`config.mk`:
```
export PLATFORM = sky130hd
export DESIGN_NAME = six_bit_io_port
export DESIGN_NICKNAME = d
export VERILOG_FILES = /design/src/common/six_bit_io_port_pkg.sv /design/src/six_bit_io_port.sv /design/src/io_pin_cell.sv
export VERILOG_INCLUDE_DIRS = /design/src /design/src/common
export SDC_FILE = /design/constraint.sdc
export NUM_CORES = 1
export LEC_CHECK = 0
export BUFFER_PORTS_ARGS = -buffer_cell sky130_fd_sc_hd__buf_2
export CORE_UTILIZATION = 41
export DETAILED_ROUTE_END_ITERATION = 6
export HOLD_SLACK_MARGIN = 0.02
export PLACE_DENSITY = 0.78
export SLEW_MARGIN = 20
export SYNTH_ARGS = -nofsm -noshare
export SYNTH_HDL_FRONTEND = slang
export SYNTH_SLANG_ARGS = --single-unit
```
`constraint.sdc`:
```
create_clock -name SYS_CLK_IN -period 1.5 [get_ports SYS_CLK_IN]
set_clock_uncertainty 0.05 [all_clocks]
set_input_delay 0.375 -clock SYS_CLK_IN [delete_from_list [all_inputs] [get_ports SYS_CLK_IN]]
set_output_delay 0.375 -clock SYS_CLK_IN [all_outputs]
set_load 0.005 [all_outputs]
```
`src/common/six_bit_io_port_defines.svh`:
```
// Constants of the six-bit I/O port: widths, pin positions, reset values.
// Assumes nothing; included by the package and the design files.
`ifndef SIX_BIT_IO_PORT_DEFINES_SVH
`define SIX_BIT_IO_PORT_DEFINES_SVH

// ------------------------------------------------------------------------
// Widths
// ------------------------------------------------------------------------
`define PORT_REG_WIDTH     8
`define PORT_PIN_COUNT     6

// ------------------------------------------------------------------------
// Pin positions and masks
// ------------------------------------------------------------------------
`define INPUT_ONLY_PIN     3
`define TIMER_CLK_PIN      2
`define WAKE_PULL_MASK     6'h0b
`define INPUT_ONLY_MASK    6'h08
`define TIMER_CLK_MASK     6'h04
`define UNIMPL_READ_BITS   2'h0

// ------------------------------------------------------------------------
// Reset values
// ------------------------------------------------------------------------
`define DIRECTION_RESET    6'h3f
`define LATCH_POR_VALUE    6'h00
`define READ_DATA_RESET    8'h00

`endif

```
`src/common/six_bit_io_port_pkg.sv`:
```
// Types shared by the six-bit I/O port design files.
// Assumes the constants header sits beside it on the include path.
`include "six_bit_io_port_defines.svh"

package six_bit_io_port_pkg;

    typedef logic [`PORT_PIN_COUNT-1:0] pin_vec_t;
    typedef logic [`PORT_REG_WIDTH-1:0] port_byte_t;

    // Meaning of one direction bit.
    typedef enum logic {
        PIN_DRIVE = 1'b0,
        PIN_FLOAT = 1'b1
    } pin_mode_t;

endpackage

```
`src/six_bit_io_port.sv`:
```
// Six-bit general-purpose I/O port with write-only direction register.
// Assumes the core gives one-cycle strobes synchronous to SYS_CLK_IN,
// and that pin levels arrive already synchronous to that clock.
//
// Notes on behaviour
// - A port read returns pin levels, not latches, in either direction.
// - A reset on RESET_N_IN makes every pin an input with its driver off.
// - Port register is eight bits; only the low six reach pins.
// - Bits seven and six read as zero.
// - Pin three is input only and never drives.
// - Pins given to an alternate function read as zero.
// - Pins zero, one, three share one pull-up and one wake setting.
// - Master reset on pin three forces pull-up on and wake off.
// - Direction changes only by the direction-load strobe, from core data.
// - Direction one floats the pin; zero drives it from its latch.
// - Direction register is write-only and resets to all ones.
// - Timer clock-source select forces the timer clock pin to input.
// - Latches are cleared only on power-on, kept over other resets.
// - Latches hold until the port register is written again.
// - Each pin, pin three included, has its own direction bit.
`include "six_bit_io_port_defines.svh"
`timescale 1ns/10ps

module six_bit_io_port (
    // Clock and resets
    input  wire logic                            SYS_CLK_IN,
    input  wire logic                            RESET_N_IN,
    input  wire logic                            POR_N_IN,
    // Port register access from the core
    input  wire logic                            PORT_WR_IN,
    input  wire six_bit_io_port_pkg::port_byte_t PORT_WDATA_IN,
    input  wire logic                            PORT_RD_IN,
    output six_bit_io_port_pkg::port_byte_t      PORT_RDATA_OUT,
    // Direction-load instruction
    input  wire logic                            DIR_LOAD_IN,
    input  wire six_bit_io_port_pkg::port_byte_t DIR_WDATA_IN,
    // Configuration
    input  wire six_bit_io_port_pkg::pin_vec_t   ALT_FUNC_IN,
    input  wire logic                            MASTER_RESET_INPUT_EN_IN,
    input  wire logic                            PULLUP_EN_IN,
    input  wire logic                            WAKE_EN_IN,
    input  wire logic                            TIMER_CLK_SEL_IN,
    // Pins
    input  wire six_bit_io_port_pkg::pin_vec_t   PIN_IN,
    output six_bit_io_port_pkg::pin_vec_t        PIN_OUT,
    output six_bit_io_port_pkg::pin_vec_t        PIN_OE_N_OUT,
    output six_bit_io_port_pkg::pin_vec_t        PULLUP_OUT,
    output logic                                 WAKE_OUT
);
    import six_bit_io_port_pkg::*;

    // --------------------------------------------------------------------
    // Internal signals
    // --------------------------------------------------------------------
    pin_vec_t   dir_bits;
    pin_vec_t   latch_bits;
    pin_vec_t   force_input;
    pin_vec_t   alt_mask;
    pin_vec_t   wake_mask;
    pin_vec_t   pull_force;
    port_byte_t read_nxt;
    port_byte_t rdata_r;
    pin_vec_t   snap_r;
    logic       armed_r;
    logic       wake_r;
    logic       wake_nxt;

    // --------------------------------------------------------------------
    // Overrides from configuration
    // --------------------------------------------------------------------
    // Timer clock pin turns input when the timer counts external edges.
    assign force_input = TIMER_CLK_SEL_IN ? pin_vec_t'(`TIMER_CLK_MASK)
                                          : '0;

    // Master reset use of pin three is an alternate function of that pin.
    assign alt_mask = ALT_FUNC_IN |
                      (MASTER_RESET_INPUT_EN_IN ? pin_vec_t'(`INPUT_ONLY_MASK)
                                  : '0);

    // One shared enable covers all three capable pins.
    assign pull_force = MASTER_RESET_INPUT_EN_IN ? pin_vec_t'(`INPUT_ONLY_MASK) : '0;
    assign PULLUP_OUT = pin_vec_t'(`WAKE_PULL_MASK) &
                        ((PULLUP_EN_IN ? '1 : '0) |
                         pull_force);

    assign wake_mask = pin_vec_t'(`WAKE_PULL_MASK) &
                       ~pull_force;

    // --------------------------------------------------------------------
    // Per-pin direction, latch and driver
    // --------------------------------------------------------------------
    // Every pin owns its direction bit; pin three is built input only.
    genvar gi;
    generate
        for (gi = 0; gi < `PORT_PIN_COUNT; gi = gi + 1) begin : g_pin
            io_pin_cell #(
                .INPUT_ONLY     (gi == `INPUT_ONLY_PIN)
            ) u_cell (
                .clk_in         (SYS_CLK_IN),
                .reset_n_in     (RESET_N_IN),
                .por_n_in       (POR_N_IN),
                .latch_wr_in    (PORT_WR_IN),
                .latch_data_in  (PORT_WDATA_IN[gi]),
                .dir_load_in    (DIR_LOAD_IN),
                .dir_data_in    (DIR_WDATA_IN[gi]),
                .force_input_in (force_input[gi]),
                .dir_out        (dir_bits[gi]),
                .latch_out      (latch_bits[gi]),
                .pin_out        (PIN_OUT[gi]),
                .pin_oe_n_out   (PIN_OE_N_OUT[gi])
            );
        end
    endgenerate

    // --------------------------------------------------------------------
    // Port read
    // --------------------------------------------------------------------
    // Reads sample the pins themselves, so an input is seen only while
    // the outside source still holds it.
    assign read_nxt = {`UNIMPL_READ_BITS,
                       PIN_IN & ~alt_mask};

    always_ff @(posedge SYS_CLK_IN or negedge RESET_N_IN) begin
        if (!RESET_N_IN) begin
            rdata_r <= `READ_DATA_RESET;
        end else if (PORT_RD_IN) begin
            rdata_r <= read_nxt;
        end
    end

    assign PORT_RDATA_OUT = rdata_r;

    // --------------------------------------------------------------------
    // Wake on change
    // --------------------------------------------------------------------
    // The reference level is the one seen at the last port read; no
    // wake is raised before the first read has armed the comparison.
    always_ff @(posedge SYS_CLK_IN or negedge RESET_N_IN) begin
        if (!RESET_N_IN) begin
            snap_r  <= '0;
            armed_r <= 1'b0;
        end else if (PORT_RD_IN) begin
            snap_r  <= PIN_IN;
            armed_r <= 1'b1;
        end
    end

    assign wake_nxt = armed_r & WAKE_EN_IN &
                      (|((PIN_IN ^ snap_r) & wake_mask));

    always_ff @(posedge SYS_CLK_IN or negedge RESET_N_IN) begin
        if (!RESET_N_IN) begin
            wake_r <= 1'b0;
        end else begin
            wake_r <= wake_nxt;
        end
    end

    assign WAKE_OUT = wake_r;
endmodule

```
`src/io_pin_cell.sv`:
```
// One port pin: its direction bit, its output latch and its driver.
// Assumes strobes and data come synchronous to the system clock.
`include "six_bit_io_port_defines.svh"
`timescale 1ns/10ps

module io_pin_cell #(
    parameter bit INPUT_ONLY = 1'b0
) (
    // Clock and resets
    input  wire logic clk_in,
    input  wire logic reset_n_in,
    input  wire logic por_n_in,
    // Core writes
    input  wire logic latch_wr_in,
    input  wire logic latch_data_in,
    input  wire logic dir_load_in,
    input  wire logic dir_data_in,
    // Overrides
    input  wire logic force_input_in,
    // Pin side
    output logic      dir_out,
    output logic      latch_out,
    output logic      pin_out,
    output logic      pin_oe_n_out
);
    import six_bit_io_port_pkg::*;

    logic dir_r;
    logic latch_r;

    // Direction is set by reset_n_in only, not by a power-on reset alone.
    always_ff @(posedge clk_in or negedge reset_n_in) begin
        if (!reset_n_in) begin
            dir_r <= 1'b1;
        end else if (dir_load_in) begin
            dir_r <= dir_data_in;
        end
    end

    // The latch only clears on power-on; other resets leave it alone.
    always_ff @(posedge clk_in or negedge por_n_in) begin
        if (!por_n_in) begin
            latch_r <= 1'b0;
        end else if (latch_wr_in) begin
            latch_r <= latch_data_in;
        end
    end

    assign dir_out   = dir_r;
    assign latch_out = latch_r;
    assign pin_out   = latch_r;
    assign pin_oe_n_out = INPUT_ONLY | force_input_in |
                          (pin_mode_t'(dir_r) == PIN_FLOAT);

endmodule

```
==> results.sh, run 1 <==
export IMPL_cts_tree="yes"
export IMPL_die_h_um=52.0
export IMPL_cts_clk_slew_worst_paths_ps=120
export IMPL_grt_pass1_wl_mm=2.95
export IMPL_worstHoldStart="ALT_FUNC_IN[0]"
export IMPL_cts_buffers=3
export IMPL_diodes=0
export IMPL_gr_total_overflow=0
export IMPL_final_nets=169
export IMPL_hold_end="PORT_RDATA_OUT[0]"
export IMPL_wl_met3_um=210
export IMPL_hold_viol=0
export IMPL_grt_max_degree=17
export IMPL_clk_latency_ps=300
export IMPL_syn_area_mm2=0.00102
export IMPL_final_layout_size_suffix_gt1_frac=0.592
export IMPL_fmax_ghz=0.688
export IMPL_power_leakage_nw=0.649
export IMPL_place_area_mm2=0.00118
export IMPL_root_buffer="clkbuf_4"
export IMPL_ir_drop_mv=0.793
export IMPL_crit_required_ps=1070
export IMPL_stdcell_area_mm2=0.00126
export IMPL_ys_ff_latch=22
export IMPL_met1_length_um=620
export IMPL_vias=715
export IMPL_gp_congestion=0.633
export IMPL_yosys_warnings=0
export IMPL_vias_per_cell=4.53
export IMPL_power_density_mw_per_mm2=1050
export IMPL_synth_cells=89
export IMPL_pre_cts_ws_ps=176
export IMPL_drt_iter0_drc=5
export IMPL_drc=0
export IMPL_hold_path_depth=2
export IMPL_rsz0062_at_grt="yes"
export IMPL_start_util=0.450
export IMPL_routedWlPerCell_um=11.2
export IMPL_rr_worst_depth=3
export IMPL_synth_flop_cell="dfrtp_1"
export IMPL_setup_violations=0
export IMPL_clock_path_buffers=2
export IMPL_dr_pass1_iters=3
export IMPL_tns_ps=0
export IMPL_slew_violations=0
export IMPL_end_kind="output pin"
export IMPL_ff2ff_setup_slack_ps=380
export IMPL_h_tree_depth=1
export IMPL_core_area_mm2=0.00228
export IMPL_antenna_left=0
export IMPL_synth_edf_count=0
export IMPL_numPortBuffers=53
export IMPL_status="complete, no violations"
export IMPL_highest_signal_layer="met4"
export IMPL_fp_dieArea_mm2=0.00270
export IMPL_cp_max_fo=2
export IMPL_cap_viol_max_count=0
export IMPL_finalPower_mw=1.33
export IMPL_fin_ws_ps=46.5
export IMPL_routed_wl_mm=1.77
export IMPL_grt_total_usage=0.153
export IMPL_cp_start_kind="register"
export IMPL_ioPinCount=65
export IMPL_row_count=17
export IMPL_die_x_um=52.0
export IMPL_synth_cell_types=18
export IMPL_r2r_end="WAKE_OUT"
export IMPL_dp_hpwl_mm=1.41
export IMPL_post_cts_buffers=0
export IMPL_wl_met2_um=916
export IMPL_reg2reg_from="snap_r[3]"
export IMPL_synthArstFlopShare=1.00
export IMPL_path_class="register to output pin"
export IMPL_grt_pass1_vias=715
export IMPL_area_growth_pct=23.1
export IMPL_hold_path_class="input pin to register"
export IMPL_yosysSeqAreaShare=0.543
export IMPL_antenna_found_initial=0
export IMPL_period_needed_ps=1450
export IMPL_cts_sinks=22
export IMPL_worstPathArrival_ps=1030
export IMPL_fin_crit_sh=0.969
export IMPL_postSynthAreaPerCell_um2=11.5
==> registers in the layout, indices dropped and copies added, names as in the netlist <==
register,count
g_pin.u_cell.dir_out,5
snap_r,3
armed_r,1
WAKE_OUT,1
g_pin.u_cell.latch_out,6
PORT_RDATA_OUT,6
==> synthesized netlist by cell type (2+ instances only) <==
library cell	n	area (um^2)
o21ai_0	4	20.0
conb_1	2	7.51
dfstp_2	5	131
nor2_1	2	7.51
mux2_2	12	135
dfrtp_1	17	425
or2_2	3	18.8
xor2_1	2	17.5
inv_1	8	30.0
buf_4	20	150
nand2_1	4	15.0
o22ai_1	4	25.0
==> repair_timing <==
item                                    in CTS  in global routing
endpoints found under the setup margin       1                  1
pin swaps                                    0                  1
resized for setup                            1                  1
hold buffers                                 2                  0
hold endpoints to repair                    17                  0
==> per-layer routing <==
layer,vias to the layer above,GRT usage
li1,342,-
met1,328,0.150
met2,41,0.274
met3,4,0.0585
met4,0,0.0766
met5,-,0
==> worst max-delay path, stage by stage, from the launching register on <==
cell,delay (ps)
dfstp_2,550
or2_4,100
buf_6,80
==> report_power, final <==
part	internal, mW	switching [mW]	total (mW)
registers	0.655	0.0250	0.680
clock network	0.270	0.176	0.445
logic	0.116	0.0853	0.201
total	1.04	0.286	1.33
==> cell families (layout without fill, tap and decap cells) <==
group                     count (synthesis)  after routing  synth area share
buffers and inverters                    30             67             0.186
muxes                                    12             12             0.132
DFF                                      22             22             0.543
AOI/OAI and AO/OA                         9              9            0.0537
and+or+nand+nor                          11             11            0.0525
other                                     2              6           0.00733
xor gates and xnor gates                  3              3            0.0256
==> how the worst max path moves through the flow <==
stage,startpoint,to,slack [ps],cells after the start
5_1_grt,g_pin[2].u_cell.dir_out,PIN_OE_N_OUT[2],-2,2
3_3_place_gp,MASTER_RESET_INPUT_EN_IN,PULLUP_OUT[3],190,3
4_1_cts,g_pin[2].u_cell.dir_out,PIN_OE_N_OUT[2],10,2
3_5_place_dp,MASTER_RESET_INPUT_EN_IN,PULLUP_OUT[3],180,3
2_1_floorplan,TIMER_CLK_SEL_IN,PIN_OE_N_OUT[2],320,2
6_report,g_pin[2].u_cell.dir_out,PIN_OE_N_OUT[2],50,2
==> per-stage QoR <==
step	std cells	util	hold slack, ps
floorplan	93	-	29.4
global placement	152	0.518	147
detailed placement	152	0.518	152
CTS	158	0.551	165
global route	158	0.554	168
finish	158	0.554	185
==> area by class of cell <==
| type | instances | area, um^2 |
|---|---|---|
| Sequential cell | 22 | 557 |
| Multi-Input combinational cell | 41 | 295 |
| Fill cell | 197 | 1010 |
| Timing Repair Buffer | 55 | 292 |
| Clock buffer | 3 | 22.5 |
| Inverter | 8 | 30.0 |
| Tap cell | 28 | 35.0 |
| Clock inverter | 1 | 30.0 |
==> placed cells by master, fill, tap and decap left out, types with 2 or more instances in the layout <==
cell | Yosys | routed
buf_2 | 1 | 52
dfrtp_1 | 17 | 17
mux2_2 | 12 | 12
inv_1 | 8 | 8
conb_1 | 2 | 6
dfstp_2 | 5 | 5
o21ai_0 | 4 | 4
nand2_1 | 4 | 4
o22ai_1 | 4 | 4
clkbuf_4 | 0 | 3
xor2_1 | 2 | 2
nor2_1 | 2 | 2
or2_2 | 3 | 2
dlygate4sd3_1 | 0 | 2
(Power assumes the default switching activity.)
==> run 2: changes to the inputs <==
- PLACE_DENSITY: 0.78 -> 0.79
==> run 2 against run 1 <==
Maximum frequency increased by 0.94%. First-iteration DRC count fell by 40%. Power decreased by 10%. Critical path depth did not move. Worst setup slack better by 14 ps. Highest routed layer unchanged.
==> results.sh, run 2 (same netlist as run 1, synthesis figures left out) <==
export IMPL_power_density_mw_per_mm2=954
export IMPL_clock_path_buffers=2
export IMPL_final_cell_mix="buf_2 (52), dfrtp_1 (17), mux2_2 (12)"
export IMPL_vias=717
export IMPL_grt_pass1_wl_mm=2.71
export IMPL_period_needed_ps=1440
export IMPL_die_h_um=52.0
export IMPL_grt_max_degree=17
export IMPL_tns_ps=0
export IMPL_r2r_end="WAKE_OUT"
export IMPL_area_growth_pct=21.5
export IMPL_routed_wl_mm=1.65
export IMPL_grt_total_usage=0.141
export IMPL_vias_per_cell=4.54
export IMPL_grt_pass1_vias=696
export IMPL_slowest_stage="dfstp_2"
export IMPL_crit_required_ps=1070
export IMPL_final_common_cell="buf_2"
export IMPL_antenna_left=0
export IMPL_die_x_um=52.0
export IMPL_final_nets=169
export IMPL_cp_endpoint="PIN_OE_N_OUT[2]"
export IMPL_antenna_found_initial=0
export IMPL_ff2ff_setup_slack_ps=410
export IMPL_start_util=0.450
export IMPL_rsz0062_at_grt="no"
export IMPL_row_count=17
export IMPL_end_kind="output pin"
export IMPL_slew_violations=0
export IMPL_clk_latency_ps=300
export IMPL_cts_tree="yes"
export IMPL_fin_crit_sh=0.960
export IMPL_cap_viol_max_count=0
export IMPL_diodes=0
export IMPL_drt_iter0_drc=3
export IMPL_status="complete, no violations"
export IMPL_path_class="register to output pin"
export IMPL_fmax_ghz=0.694
export IMPL_worstPathArrival_ps=1010
export IMPL_dr_pass1_iters=4
export IMPL_fp_dieArea_mm2=0.00270
export IMPL_cp_start_kind="register"
export IMPL_routedWlPerCell_um=10.4
export IMPL_reg2reg_from="snap_r[1]"
export IMPL_cp_max_fo=2
export IMPL_drc=0
export IMPL_rr_worst_depth=2
export IMPL_cts_buffers=3
export IMPL_whs_ps=189
export IMPL_ir_drop_mv=0.642
export IMPL_gp_congestion=0.669
export IMPL_final_layout_size_suffix_gt1_frac=0.592
export IMPL_crit_path_max_incr_delay_ps=540
export IMPL_power_leakage_nw=0.642
export IMPL_numPortBuffers=53
export IMPL_setup_violations=0
export IMPL_hold_viol=0
export IMPL_ioPinCount=65
export IMPL_root_buffer="clkbuf_4"
export IMPL_path_cells="or2_4, buf_6"
export IMPL_h_tree_depth=1
export IMPL_cts_sinks=22
export IMPL_critPathLaunch="g_pin[2].u_cell.dir_out"
export IMPL_core_area_mm2=0.00228
export IMPL_hold_path_class="input pin to register"
export IMPL_dp_hpwl_mm=1.36
export IMPL_gr_total_overflow=0
export IMPL_cts_clk_slew_worst_paths_ps=110
run 2: report_power, final:
| group | internal, mW | switching, mW |
|---|---|---|
| logic | 0.116 | 0.0836 |
| clock network | 0.148 | 0.161 |
| registers | 0.655 | 0.0248 |
run 2: how the worst min path moves through the flow:
stage / start / endpoint / slack [ps] / cells past startpoint
after floorplan: RESET_N_IN / PORT_RDATA_OUT[0] / 30 / 0
after global placement: POR_N_IN / g_pin[1].u_cell.latch_out / 150 / 1
after detailed placement: POR_N_IN / g_pin[0].u_cell.latch_out / 150 / 1
after CTS: ALT_FUNC_IN[1] / PORT_RDATA_OUT[1] / 180 / 2
after global routing: ALT_FUNC_IN[1] / PORT_RDATA_OUT[1] / 160 / 2
final: ALT_FUNC_IN[1] / PORT_RDATA_OUT[1] / 190 / 2
run 2: metal layers:
layer  share of wire  vias up  GRT usage
li1                -      342          -
met1            0.38      332      0.135
met2            0.51       41      0.267
met3            0.10        2     0.0585
met4          0.0079        0     0.0405
met5               0        -          0
run 2: layout make-up:
class,instances,area (um^2)
inverters,8,30.0
multi-input cells,41,295
repair buffers,55,292
well taps,28,35.0
flip-flops and latches,22,557
clock buffers,4,36.3
fillers,209,1030
run 2: worst max-delay path, delay by kind of cell (launching register included):
family / cells / cell delay (ps)
DFF: 1 / 540
and+or+nand+nor: 1 / 100
buffers and inverters: 1 / 80
run 2: metrics by stage:
step                      total power [mW]  utilization  instance area, um^2  instances  setup slack [ps]
after floorplan                      0.830            -                 1040         93               316
after global placement               0.876        0.518                 1180        152               191
after detailed placement             0.887        0.518                 1180        152               185
after CTS                             1.21        0.544                 1240        158              25.9
after global routing                  1.26        0.547                 1240        158             0.461
final                                 1.19        0.547                 1240        158              60.1
run 2: what timing repair did:
item                                    4_1_cts  5_1_grt
hold buffers                                  2        0
pin swaps                                     0        1
endpoints found under the setup margin        1        1
hold endpoints to repair                     17        0
gates resized for setup                       1        1
setup buffers                                 0        0
